## src/dpx_regs.svh

```systemverilog
// Purpose: constants of the dual pointer and extended opcode block
// Assumes: included by its bare name from the core and the testbench
// Notes: offsets are byte addresses of the register port
// Contract
// [RL1] redirect bit steers pointer-one moves to B
// [RL2] select bit swaps primary and alternate pointer
// [RL3] index disable drops accumulator from code fetch
// [RL4] code fetch index stays the accumulator
// [RL5] separate circular enables for both pointers
// [RL6] buffer length from end register E3H
// [RL7] buffers 0000H..end and 0100H..100H+end
// [RL8] increment at buffer end wraps to start
// [RL9] decrement at buffer start wraps to end
// [RL10] wrapping for explicit and automatic updates
// [RL11] elsewhere pointers step as plain 16-bit
// [RL12] either pointer runs in either buffer
// [RL13] software clears modes around flash calls
// [RL14] auto update post steps by direction bit
// [RL15] A5 00 is breakpoint, 2 cycles
// [RL16] A5 03 shifts right, A5 E4 clears
// [RL17] A5 23 shifts accumulate register left
// [RL18] A5 73 jumps to PC plus A
// [RL19] A5 90 loads alternate pointer, 4 bytes
// [RL20] A5 93 fetches code at alternate plus A
// [RL21] A5 A3 increments alternate pointer, 3 cycles
// [RL22] A5 A4 multiply accumulate, 9 cycles
// [RL23] A5 B6/B7 compare indirect, branch if differ
// [RL24] A5 E0/F0 external move via alternate pointer
// [RL25] boundary compare uses full 16-bit value
`ifndef DPX_REGS_SVH
`define DPX_REGS_SVH
// register offsets
`define DPX_ADDR_CFG 8'hE1
`define DPX_ADDR_MODE 8'hE2
`define DPX_ADDR_END 8'hE3
`define DPX_ADDR_P0L 8'hE4
`define DPX_ADDR_P0H 8'hE5
`define DPX_ADDR_P1L 8'hE6
`define DPX_ADDR_P1H 8'hE7
// mode register fields
`define DPX_MODE_REDIR 0
`define DPX_MODE_NOIDX 1
`define DPX_MODE_CIRC0 2
`define DPX_MODE_CIRC1 3
// config register fields
`define DPX_CFG_SEL 0
`define DPX_CFG_DEC0 4
`define DPX_CFG_DEC1 5
`define DPX_CFG_UPD0 6
`define DPX_CFG_UPD1 7
`define DPX_RST_BYTE 8'h00
// buffer region bases, high byte
`define DPX_BUF_A_HI 8'h00
`define DPX_BUF_B_HI 8'h01
// extended opcodes, byte after the prefix
`define DPX_OPC_BREAK 8'h00
`define DPX_OPC_ASR 8'h03
`define DPX_OPC_LSL 8'h23
`define DPX_OPC_JMP 8'h73
`define DPX_OPC_LDP 8'h90
`define DPX_OPC_MOVC 8'h93
`define DPX_OPC_INC 8'hA3
`define DPX_OPC_MAC 8'hA4
`define DPX_OPC_CJ0 8'hB6
`define DPX_OPC_CJ1 8'hB7
`define DPX_OPC_XRD 8'hE0
`define DPX_OPC_CLR 8'hE4
`define DPX_OPC_XWR 8'hF0
`endif

```

## src/dpx_pkg.sv

```systemverilog
// Purpose: types of the dual pointer and extended opcode block
// Assumes: nothing
// Notes: used by full scoped names only
package dpx_pkg;
  // pointer access kinds from the sequencer
  typedef enum logic [2:0] {
    DPX_ACC_XRD = 3'h0,
    DPX_ACC_XWR = 3'h1,
    DPX_ACC_CODE = 3'h2,
    DPX_ACC_INC = 3'h3,
    DPX_ACC_LOAD = 3'h4
  } dpx_acc_t;
  // extended operation classes
  typedef enum logic [3:0] {
    DPX_OP_BREAK = 4'h0,
    DPX_OP_ASR = 4'h1,
    DPX_OP_LSL = 4'h2,
    DPX_OP_JMP = 4'h3,
    DPX_OP_LDP = 4'h4,
    DPX_OP_MOVC = 4'h5,
    DPX_OP_INC = 4'h6,
    DPX_OP_MAC = 4'h7,
    DPX_OP_CJNE = 4'h8,
    DPX_OP_XRD = 4'h9,
    DPX_OP_CLR = 4'hA,
    DPX_OP_XWR = 4'hB,
    DPX_OP_UNDEF = 4'hF
  } dpx_op_t;
  // decode answer
  typedef struct packed {
    logic valid;
    dpx_op_t op;
    logic [2:0] bytes;
    logic [3:0] cycles;
    logic use_alt;
    logic use_r1;
    logic taken;
    logic [15:0] target;
  } dpx_dec_t;
  // memory access answer
  typedef struct packed {
    logic valid;
    logic [15:0] addr;
    logic use_b;
    logic write;
  } dpx_mem_t;
  // whole state of the core
  typedef struct packed {
    logic [15:0] ptr0;
    logic [15:0] ptr1;
    logic [7:0] mode;
    logic [7:0] cfg;
    logic [7:0] bend;
    logic [7:0] rdata;
    dpx_mem_t mem;
    dpx_dec_t dec;
  } dpx_state_t;
endpackage

```

## src/dpx_core.sv

```systemverilog
// Purpose: data pointer modes and prefixed opcode decode
// Assumes: sequencer presents one access and one decode at a time
// Notes: answers appear one cycle after the request
`include "dpx_regs.svh"
module dpx_core (
  // clock and reset
  input wire logic clk_i,
  input wire logic rst_i,
  // register port
  input wire logic [7:0] reg_addr_i,
  input wire logic [7:0] reg_wdata_i,
  input wire logic reg_we_i,
  input wire logic reg_re_i,
  output logic [7:0] reg_rdata_o,
  // pointer access request
  input wire logic acc_valid_i,
  input wire dpx_pkg::dpx_acc_t acc_kind_i,
  input wire logic acc_alt_i,
  input wire logic [15:0] acc_load_i,
  // core operands
  input wire logic [7:0] a_i,
  input wire logic [15:0] pc_i,
  input wire logic [7:0] ind_ram_i,
  // extended decode request
  input wire logic dec_valid_i,
  input wire logic [7:0] dec_opc_i,
  input wire logic xmem_slow_i,
  // answers
  output dpx_pkg::dpx_mem_t mem_o,
  output dpx_pkg::dpx_dec_t dec_o,
  output logic [15:0] ptr0_o,
  output logic [15:0] ptr1_o
);
  // registered state and its next copy
  dpx_pkg::dpx_state_t s_reg;
  dpx_pkg::dpx_state_t s_next;
  // effective pointer of the current access
  logic eff_idx;
  logic [15:0] eff_ptr;
  logic eff_circ;
  logic eff_dn;
  logic eff_upd;
  logic [15:0] stepped;

  // one pointer step with circular wrapping
  function automatic logic [15:0] dpx_step(
    input logic [15:0] p,
    input logic dn,
    input logic circ,
    input logic [7:0] e
  );
    logic [15:0] r;
    r = dn ? 16'(p - 16'h0001) : 16'(p + 16'h0001); // [RL11]
    if (circ) begin
      // full 16-bit compare against the limits
      if (!dn && p == {`DPX_BUF_A_HI, e}) begin // [RL25]
        r = {`DPX_BUF_A_HI, 8'h00}; // [RL8]
      end else if (!dn && p == {`DPX_BUF_B_HI, e}) begin
        r = {`DPX_BUF_B_HI, 8'h00}; // [RL8]
      end else if (dn && p == {`DPX_BUF_A_HI, 8'h00}) begin
        r = {`DPX_BUF_A_HI, e}; // [RL9]
      end else if (dn && p == {`DPX_BUF_B_HI, 8'h00}) begin
        r = {`DPX_BUF_B_HI, e}; // [RL9]
      end
    end
    return r;
  endfunction

  // pick the pointer that the access references
  always_comb begin
    eff_idx = acc_alt_i ^ s_reg.cfg[`DPX_CFG_SEL]; // [RL2]
    eff_ptr = eff_idx ? s_reg.ptr1 : s_reg.ptr0;
    // per-pointer enables, same rules for both buffers
    eff_circ = eff_idx ? s_reg.mode[`DPX_MODE_CIRC1]
                       : s_reg.mode[`DPX_MODE_CIRC0]; // [RL5] [RL12]
    eff_dn = eff_idx ? s_reg.cfg[`DPX_CFG_DEC1]
                     : s_reg.cfg[`DPX_CFG_DEC0];
    eff_upd = eff_idx ? s_reg.cfg[`DPX_CFG_UPD1]
                      : s_reg.cfg[`DPX_CFG_UPD0];
    stepped = dpx_step(eff_ptr, eff_dn, eff_circ, s_reg.bend); // [RL6]
  end

  // next state
  always_comb begin
    logic upd;
    logic [15:0] newp;
    s_next = s_reg;
    upd = 1'b0;
    newp = eff_ptr;
    // single-cycle answers drop by default
    s_next.mem.valid = 1'b0;
    s_next.dec = '0;
    s_next.rdata = 8'h00;
    // pointer accesses
    if (acc_valid_i) begin
      unique case (acc_kind_i)
        dpx_pkg::DPX_ACC_XRD, dpx_pkg::DPX_ACC_XWR: begin
          s_next.mem.valid = 1'b1;
          s_next.mem.addr = eff_ptr;
          s_next.mem.write = (acc_kind_i == dpx_pkg::DPX_ACC_XWR);
          // pointer one moves through B when redirected
          s_next.mem.use_b = eff_idx &
            s_reg.mode[`DPX_MODE_REDIR]; // [RL1]
          upd = eff_upd; // [RL14]
          newp = stepped; // [RL10]
        end
        dpx_pkg::DPX_ACC_CODE: begin
          s_next.mem.valid = 1'b1;
          s_next.mem.write = 1'b0;
          // index is A unless index disable is set, only the pointer moves
          s_next.mem.addr = s_reg.mode[`DPX_MODE_NOIDX] ? eff_ptr
            : 16'(eff_ptr + {8'h00, a_i}); // [RL3] [RL4]
          s_next.mem.use_b = eff_idx &
            s_reg.mode[`DPX_MODE_REDIR]; // [RL1]
          upd = eff_upd; // [RL14]
          newp = stepped; // [RL10]
        end
        dpx_pkg::DPX_ACC_INC: begin
          // explicit step follows the direction bit too
          upd = 1'b1;
          newp = stepped; // [RL10]
        end
        dpx_pkg::DPX_ACC_LOAD: begin
          upd = 1'b1;
          newp = acc_load_i; // [RL19]
        end
        default: begin
          upd = 1'b0;
        end
      endcase
    end
    if (upd) begin
      if (eff_idx) begin
        s_next.ptr1 = newp;
      end else begin
        s_next.ptr0 = newp;
      end
    end
    // register writes win over a same-cycle access
    if (reg_we_i) begin
      unique case (reg_addr_i)
        `DPX_ADDR_CFG: s_next.cfg = reg_wdata_i;
        `DPX_ADDR_MODE: s_next.mode = reg_wdata_i;
        `DPX_ADDR_END: s_next.bend = reg_wdata_i; // [RL6]
        `DPX_ADDR_P0L: s_next.ptr0[7:0] = reg_wdata_i;
        `DPX_ADDR_P0H: s_next.ptr0[15:8] = reg_wdata_i;
        `DPX_ADDR_P1L: s_next.ptr1[7:0] = reg_wdata_i;
        `DPX_ADDR_P1H: s_next.ptr1[15:8] = reg_wdata_i;
        default: begin
        end
      endcase
    end
    // reads answer next cycle, unmapped reads give zero
    if (reg_re_i) begin
      unique case (reg_addr_i)
        `DPX_ADDR_CFG: s_next.rdata = s_reg.cfg;
        `DPX_ADDR_MODE: s_next.rdata = s_reg.mode;
        `DPX_ADDR_END: s_next.rdata = s_reg.bend;
        `DPX_ADDR_P0L: s_next.rdata = s_reg.ptr0[7:0];
        `DPX_ADDR_P0H: s_next.rdata = s_reg.ptr0[15:8];
        `DPX_ADDR_P1L: s_next.rdata = s_reg.ptr1[7:0];
        `DPX_ADDR_P1H: s_next.rdata = s_reg.ptr1[15:8];
        default: s_next.rdata = 8'h00;
      endcase
    end
    // prefixed opcode decode
    if (dec_valid_i) begin
      s_next.dec.valid = 1'b1;
      s_next.dec.bytes = 3'h2;
      unique case (dec_opc_i)
        `DPX_OPC_BREAK: begin
          s_next.dec.op = dpx_pkg::DPX_OP_BREAK; // [RL15]
          s_next.dec.cycles = 4'h2;
        end
        `DPX_OPC_ASR: begin
          s_next.dec.op = dpx_pkg::DPX_OP_ASR; // [RL16]
          s_next.dec.cycles = 4'h2;
        end
        `DPX_OPC_CLR: begin
          s_next.dec.op = dpx_pkg::DPX_OP_CLR; // [RL16]
          s_next.dec.cycles = 4'h2;
        end
        `DPX_OPC_LSL: begin
          s_next.dec.op = dpx_pkg::DPX_OP_LSL; // [RL17]
          s_next.dec.cycles = 4'h2;
        end
        `DPX_OPC_JMP: begin
          s_next.dec.op = dpx_pkg::DPX_OP_JMP;
          s_next.dec.cycles = 4'h3;
          s_next.dec.target = 16'(pc_i + {8'h00, a_i}); // [RL18]
        end
        `DPX_OPC_LDP: begin
          s_next.dec.op = dpx_pkg::DPX_OP_LDP; // [RL19]
          s_next.dec.bytes = 3'h4;
          s_next.dec.cycles = 4'h4;
          s_next.dec.use_alt = 1'b1;
        end
        `DPX_OPC_MOVC: begin
          s_next.dec.op = dpx_pkg::DPX_OP_MOVC; // [RL20]
          s_next.dec.cycles = 4'h4;
          s_next.dec.use_alt = 1'b1;
        end
        `DPX_OPC_INC: begin
          s_next.dec.op = dpx_pkg::DPX_OP_INC; // [RL21]
          s_next.dec.cycles = 4'h3;
          s_next.dec.use_alt = 1'b1;
        end
        `DPX_OPC_MAC: begin
          s_next.dec.op = dpx_pkg::DPX_OP_MAC; // [RL22]
          s_next.dec.cycles = 4'h9;
        end
        `DPX_OPC_CJ0, `DPX_OPC_CJ1: begin
          s_next.dec.op = dpx_pkg::DPX_OP_CJNE; // [RL23]
          s_next.dec.bytes = 3'h3;
          s_next.dec.cycles = 4'h4;
          s_next.dec.use_r1 = dec_opc_i[0];
          s_next.dec.taken = (a_i != ind_ram_i);
        end
        `DPX_OPC_XRD, `DPX_OPC_XWR: begin
          s_next.dec.op = (dec_opc_i == `DPX_OPC_XRD)
            ? dpx_pkg::DPX_OP_XRD : dpx_pkg::DPX_OP_XWR;
          s_next.dec.cycles = xmem_slow_i ? 4'h5 : 4'h3; // [RL24]
          s_next.dec.use_alt = 1'b1;
        end
        default: begin
          // unknown second byte: prefix taken as one-byte no-op
          s_next.dec.op = dpx_pkg::DPX_OP_UNDEF;
          s_next.dec.bytes = 3'h1;
          s_next.dec.cycles = 4'h1;
        end
      endcase
    end
  end

  // state register, modes off after reset
  always_ff @(posedge clk_i or posedge rst_i) begin
    if (rst_i) begin
      s_reg <= '0;
    end else begin
      s_reg <= s_next;
    end
  end

  // outputs straight from flops
  assign reg_rdata_o = s_reg.rdata;
  assign mem_o = s_reg.mem;
  assign dec_o = s_reg.dec;
  assign ptr0_o = s_reg.ptr0;
  assign ptr1_o = s_reg.ptr1;

  // checks
  logic step_up;
  logic step_dn;
  assign step_up = acc_valid_i && acc_kind_i == dpx_pkg::DPX_ACC_INC
    && eff_circ && !eff_dn && !reg_we_i;
  assign step_dn = acc_valid_i && acc_kind_i == dpx_pkg::DPX_ACC_INC
    && eff_circ && eff_dn && !reg_we_i;

  a_wrap_inc_a: assert property (@(posedge clk_i) disable iff (rst_i)
    step_up && eff_ptr == {8'h00, s_reg.bend} && !eff_idx
    |=> s_reg.ptr0 == 16'h0000) // [RL8]
    else $error("pointer zero did not wrap to 0000H");
  a_wrap_inc_b: assert property (@(posedge clk_i) disable iff (rst_i)
    step_up && eff_ptr == {8'h01, s_reg.bend} && eff_idx
    |=> s_reg.ptr1 == 16'h0100) // [RL8]
    else $error("pointer one did not wrap to 0100H");
  a_wrap_dec_b: assert property (@(posedge clk_i) disable iff (rst_i)
    step_dn && eff_ptr == 16'h0100 && !eff_idx
    |=> s_reg.ptr0 == {8'h01, $past(s_reg.bend)}) // [RL9]
    else $error("decrement at 0100H did not wrap");
  a_plain_step: assert property (@(posedge clk_i) disable iff (rst_i)
    acc_valid_i && acc_kind_i == dpx_pkg::DPX_ACC_INC && !eff_circ
    && !eff_dn && !eff_idx && !reg_we_i
    |=> s_reg.ptr0 == 16'($past(s_reg.ptr0) + 16'h0001)) // [RL11]
    else $error("plain increment wrong");
  a_redir_b: assert property (@(posedge clk_i) disable iff (rst_i)
    acc_valid_i && acc_kind_i == dpx_pkg::DPX_ACC_XRD
    |=> mem_o.valid && mem_o.use_b ==
      ($past(eff_idx) && $past(s_reg.mode[`DPX_MODE_REDIR]))) // [RL1]
    else $error("redirect to B wrong");
  a_code_index: assert property (@(posedge clk_i) disable iff (rst_i)
    acc_valid_i && acc_kind_i == dpx_pkg::DPX_ACC_CODE
    |=> mem_o.addr == ($past(s_reg.mode[`DPX_MODE_NOIDX])
      ? $past(eff_ptr)
      : 16'($past(eff_ptr) + {8'h00, $past(a_i)}))) // [RL3]
    else $error("code fetch address wrong");
  a_sel_swap: assert property (@(posedge clk_i) disable iff (rst_i)
    acc_valid_i && acc_kind_i == dpx_pkg::DPX_ACC_XRD
    |=> mem_o.addr == (($past(acc_alt_i) ^ $past(s_reg.cfg[0]))
      ? $past(s_reg.ptr1) : $past(s_reg.ptr0))) // [RL2]
    else $error("pointer select wrong");
  a_mac_cycles: assert property (@(posedge clk_i) disable iff (rst_i)
    dec_valid_i && dec_opc_i == `DPX_OPC_MAC
    |=> dec_o.valid && dec_o.cycles == 4'h9) // [RL22]
    else $error("multiply accumulate cycles wrong");
  a_jmp_target: assert property (@(posedge clk_i) disable iff (rst_i)
    dec_valid_i && dec_opc_i == `DPX_OPC_JMP
    |=> dec_o.target == 16'($past(pc_i) + {8'h00, $past(a_i)})
      && dec_o.cycles == 4'h3) // [RL18]
    else $error("table jump target wrong");
  a_cjne_taken: assert property (@(posedge clk_i) disable iff (rst_i)
    dec_valid_i && dec_opc_i == `DPX_OPC_CJ1
    |=> dec_o.bytes == 3'h3 && dec_o.use_r1
      && dec_o.taken == ($past(a_i) != $past(ind_ram_i))) // [RL23]
    else $error("compare branch decode wrong");
  a_auto_upd: assert property (@(posedge clk_i) disable iff (rst_i)
    acc_valid_i && acc_kind_i == dpx_pkg::DPX_ACC_XWR && !eff_upd
    && !reg_we_i |=> $stable(s_reg.ptr0) && $stable(s_reg.ptr1)) // [RL14]
    else $error("pointer moved without auto update");

  c_wrap_up: cover property (@(posedge clk_i) disable iff (rst_i)
    step_up && eff_ptr == {8'h01, s_reg.bend});
  c_wrap_dn: cover property (@(posedge clk_i) disable iff (rst_i)
    step_dn && eff_ptr == 16'h0000);
  c_redir: cover property (@(posedge clk_i) disable iff (rst_i)
    mem_o.valid && mem_o.use_b);
  c_cjne: cover property (@(posedge clk_i) disable iff (rst_i)
    dec_o.valid && dec_o.op == dpx_pkg::DPX_OP_CJNE && dec_o.taken);
endmodule

```

## config.mk

```make
export PLATFORM = sky130hd
export DESIGN_NAME = dpx_core
export DESIGN_NICKNAME = d
export VERILOG_FILES = /design/src/dpx_pkg.sv /design/src/dpx_core.sv
export VERILOG_INCLUDE_DIRS = /design/src
export SDC_FILE = /design/constraint.sdc
export NUM_CORES = 1
export LEC_CHECK = 0
export BUFFER_PORTS_ARGS = -buffer_cell sky130_fd_sc_hd__buf_2
export CORE_AREA = 5 5 166 168
export DETAILED_ROUTE_END_ITERATION = 12
export DIE_AREA = 0 0 171 173
export GPL_ROUTABILITY_DRIVEN = 0
export HOLD_SLACK_MARGIN = 0.15
export PLACE_DENSITY_LB_ADDON = 0.3
export SYNTH_ARGS = -nofsm -noshare
export SYNTH_HDL_FRONTEND = slang
export SYNTH_SLANG_ARGS = --single-unit
```

## constraint.sdc

```tcl
create_clock -name clk_i -period 3.95 [get_ports clk_i]
set_clock_uncertainty 0.05 [all_clocks]
set_input_delay 0.395 -clock clk_i [delete_from_list [all_inputs] [get_ports clk_i]]
set_output_delay 0.395 -clock clk_i [all_outputs]
set_load 0.03 [all_outputs]
```

Word level (Yosys, flattened, before mapping)

Index checks and enable logic that the tools add are counted.

Register bits: 114
Input bits: 83
Output and inout port bits: 90
Logic and storage cells: 114

$add $sub $neg: 4
Eq/ne operators: 27
Mux-type cells: 39
Bitwise gates (word level): 2
Reductions and logical operators: 24

Operator list:

| cell                    | count |
|---|---|
| $mux W16                | 12 |
| $eq A8 B8 Y1 const B    | 16 |
| $mux W8                 | 8 |
| $mux W56                | 1 |
| $pmux W8 S7             | 1 |
| $pmux W4 S11            | 1 |
| $pmux W19 S2            | 1 |
| $add A16 B8 Y16         | 2 |
| $mux W32                | 1 |
| $pmux W16 S2            | 1 |
| $mux W31                | 1 |
| $pmux W4 S5             | 1 |
| $mux W19                | 1 |
| $add A16 B1 Y16 const B | 1 |
| $eq A16 B8 Y1           | 1 |
| $eq A16 B9 Y1           | 1 |
| $eq A16 B9 Y1 const B   | 1 |
| $logic_not A16 Y1       | 1 |
| $sub A16 B1 Y16 const B | 1 |
| $reduce_or A4 Y1        | 3 |
| $reduce_or A10 Y1       | 1 |
| $reduce_or A2 Y1        | 5 |
| $pmux W3 S3             | 1 |
| $eq A8 B2 Y1 const B    | 1 |
| 20 further kinds        | 32 |

Logic depth before layout (Yosys ltp)

Depth in word-level cells: 15
Gate-level depth with buffers: 15
Mapped depth without buffers: 13

Least setup slack after synthesis

OpenSTA, ideal clock, no wires.

Path type: register to register
Start: register s_reg[66] (netlist bit)
End: register s_reg (netlist bit mem_o[10])
Setup time: 0.131 ns
Arrival time: 3.256 ns
Required time: 3.769 ns
Setup slack: 0.513 ns
Stages on the path, launching flop included: 16
Period minus slack after synthesis: 3.437 ns
Cell sequence: dfrtp_1 xnor2_4 buf_6 clkbuf_1 nand2_1 nand2_1 ha_1 ha_1 a21oi_1 a211oi_2 o2111a_2 nor4b_4 maj3_2 a211oi_2 xnor2_1 o21ai_1

Word-level cells in the longest chain between the ends: 5

RTL lines:

| what                   | RTL line        | source |
|---|---|---|
| start, declared        | dpx_core.sv:35  | `dpx_pkg::dpx_state_t s_reg;` |
| start signal, assigned | dpx_core.sv:240 | `s_reg <= s_next;` |
| $xor A1 B1 Y1 *        | dpx_core.sv:71  | `` eff_idx = acc_alt_i ^ s_reg.cfg[`DPX_CFG_SEL]; `` |
| $mux W16 *             | dpx_core.sv:72  | `eff_ptr = eff_idx ? s_reg.ptr1 : s_reg.ptr0;` |
| $add A16 B8 Y16        | dpx_core.sv:112 | `: 16'(eff_ptr + {8'h00, a_i});` |
| $mux W16               | dpx_core.sv:111 | `` s_next.mem.addr = s_reg.mode[`DPX_MODE_NOIDX] ? eff_ptr `` |
| $pmux W19 S2 *         | dpx_core.sv:96  | `unique case (acc_kind_i)` |

Mark *: on every way between the ends. The rest lies on a longest branch, timed or not. The select of a mux whose other input is x is not followed.
A chain may end at the register's enable or synchronous reset.

==> results.md <==
- Status: finished clean
- Antenna viol nets, final: 0
- Wirelength per Cell: 20.71 um
- Sequential share of power: 30.8%
- Lkg Pwr: 0.004632 uW
- Layout cells sized above 1: 26.98%
- DR vias/cell: 5.538
- Internal: 3232 uW
- Clock power frac: 32.4%
- Clock Latency Late Sink: 420 ps
- Multi-input combinational cell area: 5076 um2
- Synthesized area: 8935 um2
- Vias in the first global route: 7921
- Post-synth EDFFs: 0
- Finished Cell Area: 10200 um2
- Synth Area in Simple Gates: 18.86%
- N_diodes: 0
- Layout overhead on the synthesized area: 14.16%
- Yosys synthesis warning count: 0
- RSZ-0062 raised after global routing: no
- Setup TNS Final: 0 ps
- Crit path time final: 3603 ps
- CTS resizes: 0
- Synth Area in Compound Gates: 19.70%
- Initial core utilization: 34.68%
- XOR/XNOR Fraction of Synth Area: 5.980%
- Fmax: 277.5 MHz
- Crit start category: register
- Pwr/cell area: 528.2 nW/um2
- Clock Root Buffer: clkbuf_16
- Psw: 2155 uW
- Routed vias: 8075
- Filler Cell Count: 2611
- Max FFs per register: 31
- Seq/Total Area, Yosys: 31.93%
- Die area: 29580 um2
- Synth Area in Adders: 4.005%
- Syn avg cell area: 8.658 um2
- Synth Register Bits: 114
- Number of buffers added on ports: 172
- Grt total ovfl: 0
- Clock slew at reported path FFs: 60 ps
- Post-synth net total: 1138
- Initial DRT Pass Iterations: 6
- Slew @ Worst Pin: 941.5 ps
- First-pass GRT wire length: 46050 um
- Number of buffers created by CTS: 17
- Largest net degree at the start of global routing: 74
- H-tree Lvls: 4
- Hold Vio Cnt, Final: 0
- DRC viols: 0
- Max-cap violation count: 0
- Top-area cell type share of the netlist area: 31.93%
- Detailed Route WL: 30200 um
- Combinational family with the most area after synthesis: compound AO/OA/AOI/OAI gates
- Mux cell area share after synthesis: 8.262%
- Crit path arrival time: 3850 ps
- Sw Ratio: 40.00%
- CP Max Fanout: 9
- Iter 0 DRT Violations: 948
- Cell taking the most area after synthesis: dfrtp_1
- Final Setup Violations: 0
- Nets@finish: 1216
- Post-CTS Hold Buffers: 1
- Die Span X: 171 um
- Critical path endpoint category: register
- Post-CTS Setup Bufs: 0
- Most used DFF post-synth: dfrtp_1
- VDD IR-drop max: 216.5 uV
- Dpl hpwl: 23090 um
- Slew HR: 37.23%
- Crit path kind: register to register
- Synth area leaders: dfrtp_1 32%, buf_4 7.6%, nor2_1 4.2%
- DP Area: 9520 um2
- Rows: 59
- Distinct cells, synth: 86
- Comb pwr share: 36.8%
- Antenna violations before repair: 1
- DIE HEIGHT: 173 um
- R2R Path Start: s_reg[66]
- Fin crit share: 91.22%
- Synth async-reset ratio: 100.0%
- Cells after Synth: 1032
- Max clock buf depth: 2
- GRT Resource Usage Total: 19.83%
- FF+latch area: 2853 um2
- CTS sink cnt: 114
- CTS tree: done
- Final slew viol count: 0
- Placeable Area: 25760 um2
- Critical path launch point: s_reg[66]
- IO Count: 173
- Worst EP required: 4200 ps
- HP Class: input port to asynchronous set/reset pin
-- stage by stage --
step | cells | utilization (%) | hold slack (ps) | setup WS [ps] | power [uW]
after CTS | 1458 | 39.59 | 163.4 | 391.4 | 5410
after floorplan | 1032 | - | 376.4 | 489.3 | 3152
final | 1458 | 39.59 | 135.0 | 346.8 | 5387
after global placement | 1425 | 36.95 | 412.5 | 411.3 | 3621
after global routing | 1458 | 39.59 | 185.0 | 180.5 | 5655
after detailed placement | 1425 | 36.95 | 424.9 | 381.4 | 3641
-- final cells by class --
type                    count  share of cell area (%)
multi-input cells         750                   49.77
clock buffers              20                   4.576
well taps                 335                   4.109
clock inverters            12                   1.987
inverters                  33                   1.263
repair buffers            194                   10.33
flip-flops and latches    114                   27.97
-- per-layer routing --
metal	wire [um]	vias up	global-route usage (%)
met5	7	-	0
met2	13980	415	31.66
li1	-	3790	-
met4	913	2	6.603
met1	12840	3818	26.52
met3	2458	50	4.475
-- kinds of logic after synthesis --
family,count (synthesis)
adder cells (fa/ha/maj),29
XOR/XNOR,58
buffers and inverters,168
AND/OR/NAND/NOR,347
multiplexers,64
flip-flops,114
AO/OA/AOI/OAI,252
-- cells in the final DEF (no fill, tap or decap), drive strengths merged, types with 8 or more instances in the layout --
cell type / netlist / layout
buf: 102 / 193
nor4: 12 / 12
nand2: 100 / 100
a31oi: 18 / 18
nand3: 24 / 24
nor3: 23 / 23
xnor2: 36 / 36
xor2: 22 / 22
mux2i: 28 / 28
mux2: 36 / 36
a211oi: 9 / 9
dfrtp: 114 / 114
nor2b: 15 / 15
nand2b: 10 / 10
a221oi: 12 / 12
inv: 32 / 33
a21o: 11 / 11
and2: 13 / 13
clkbuf: 33 / 20
nor2: 101 / 101
o21ai: 58 / 58
and3: 15 / 15
or3: 8 / 8
a21oi: 57 / 57
ha: 22 / 22
a22oi: 28 / 28
-- final timing paths --
kind,slack (ps),cells past startpoint,end
setup / recovery,350,12,ptr0_o[6]
hold / removal,140,2,dec_o[10]
setup reg to reg,350,12,ptr0_o[6]
hold reg to reg,430,2,mem_o[3]
max in group asynchronous,2810,3,ptr0_o[8]
min in group clk_i,180,3,dec_o[15]
-- worst max-delay path: stages (launching register included) --
cell	delay [ps]
dfrtp_1	500
xnor2_4	350
mux2i_4	430
inv_2	170
ha_1	350
a221oi_2	280
o21a_1	240
nand2_1	90
xnor2_1	150
nor2_1	70
a221oi_1	390
o21ai_0	140
mux2_2	280
-- synth_stat cells (8+ instances only) --
| master | count |
|---|---|
| buf_4 | 90 |
| ha_1 | 22 |
| nor2_1 | 101 |
| clkbuf_1 | 33 |
| o21ai_1 | 9 |
| nor2b_1 | 15 |
| o21ai_0 | 48 |
| dfrtp_1 | 114 |
| a221oi_1 | 8 |
| a21oi_1 | 54 |
| a21o_1 | 11 |
| mux2i_1 | 25 |
| and3_1 | 15 |
| or3_1 | 8 |
| mux2_2 | 32 |
| a22oi_1 | 28 |
| nand2_1 | 100 |
| xnor2_1 | 35 |
| nand3_1 | 23 |
| inv_1 | 30 |
| nor4_1 | 11 |
| a31oi_1 | 18 |
| xor2_1 | 21 |
| nor3_1 | 21 |
| and2_1 | 12 |
| nand2b_1 | 10 |
-- power groups by stage --
stage | Sequential (uW) | Clock [uW] | Combinational (uW)
5_1_grt | 1680 | 1830 | 2140
4_1_cts | 1650 | 1780 | 1980
3_5_place_dp | 1670 | 0 | 1970
3_3_place_gp | 1670 | 0 | 1950
6_report | 1660 | 1740 | 1980
2_1_floorplan | 1480 | 0 | 1670
Power figures use the tool's default switching activity.
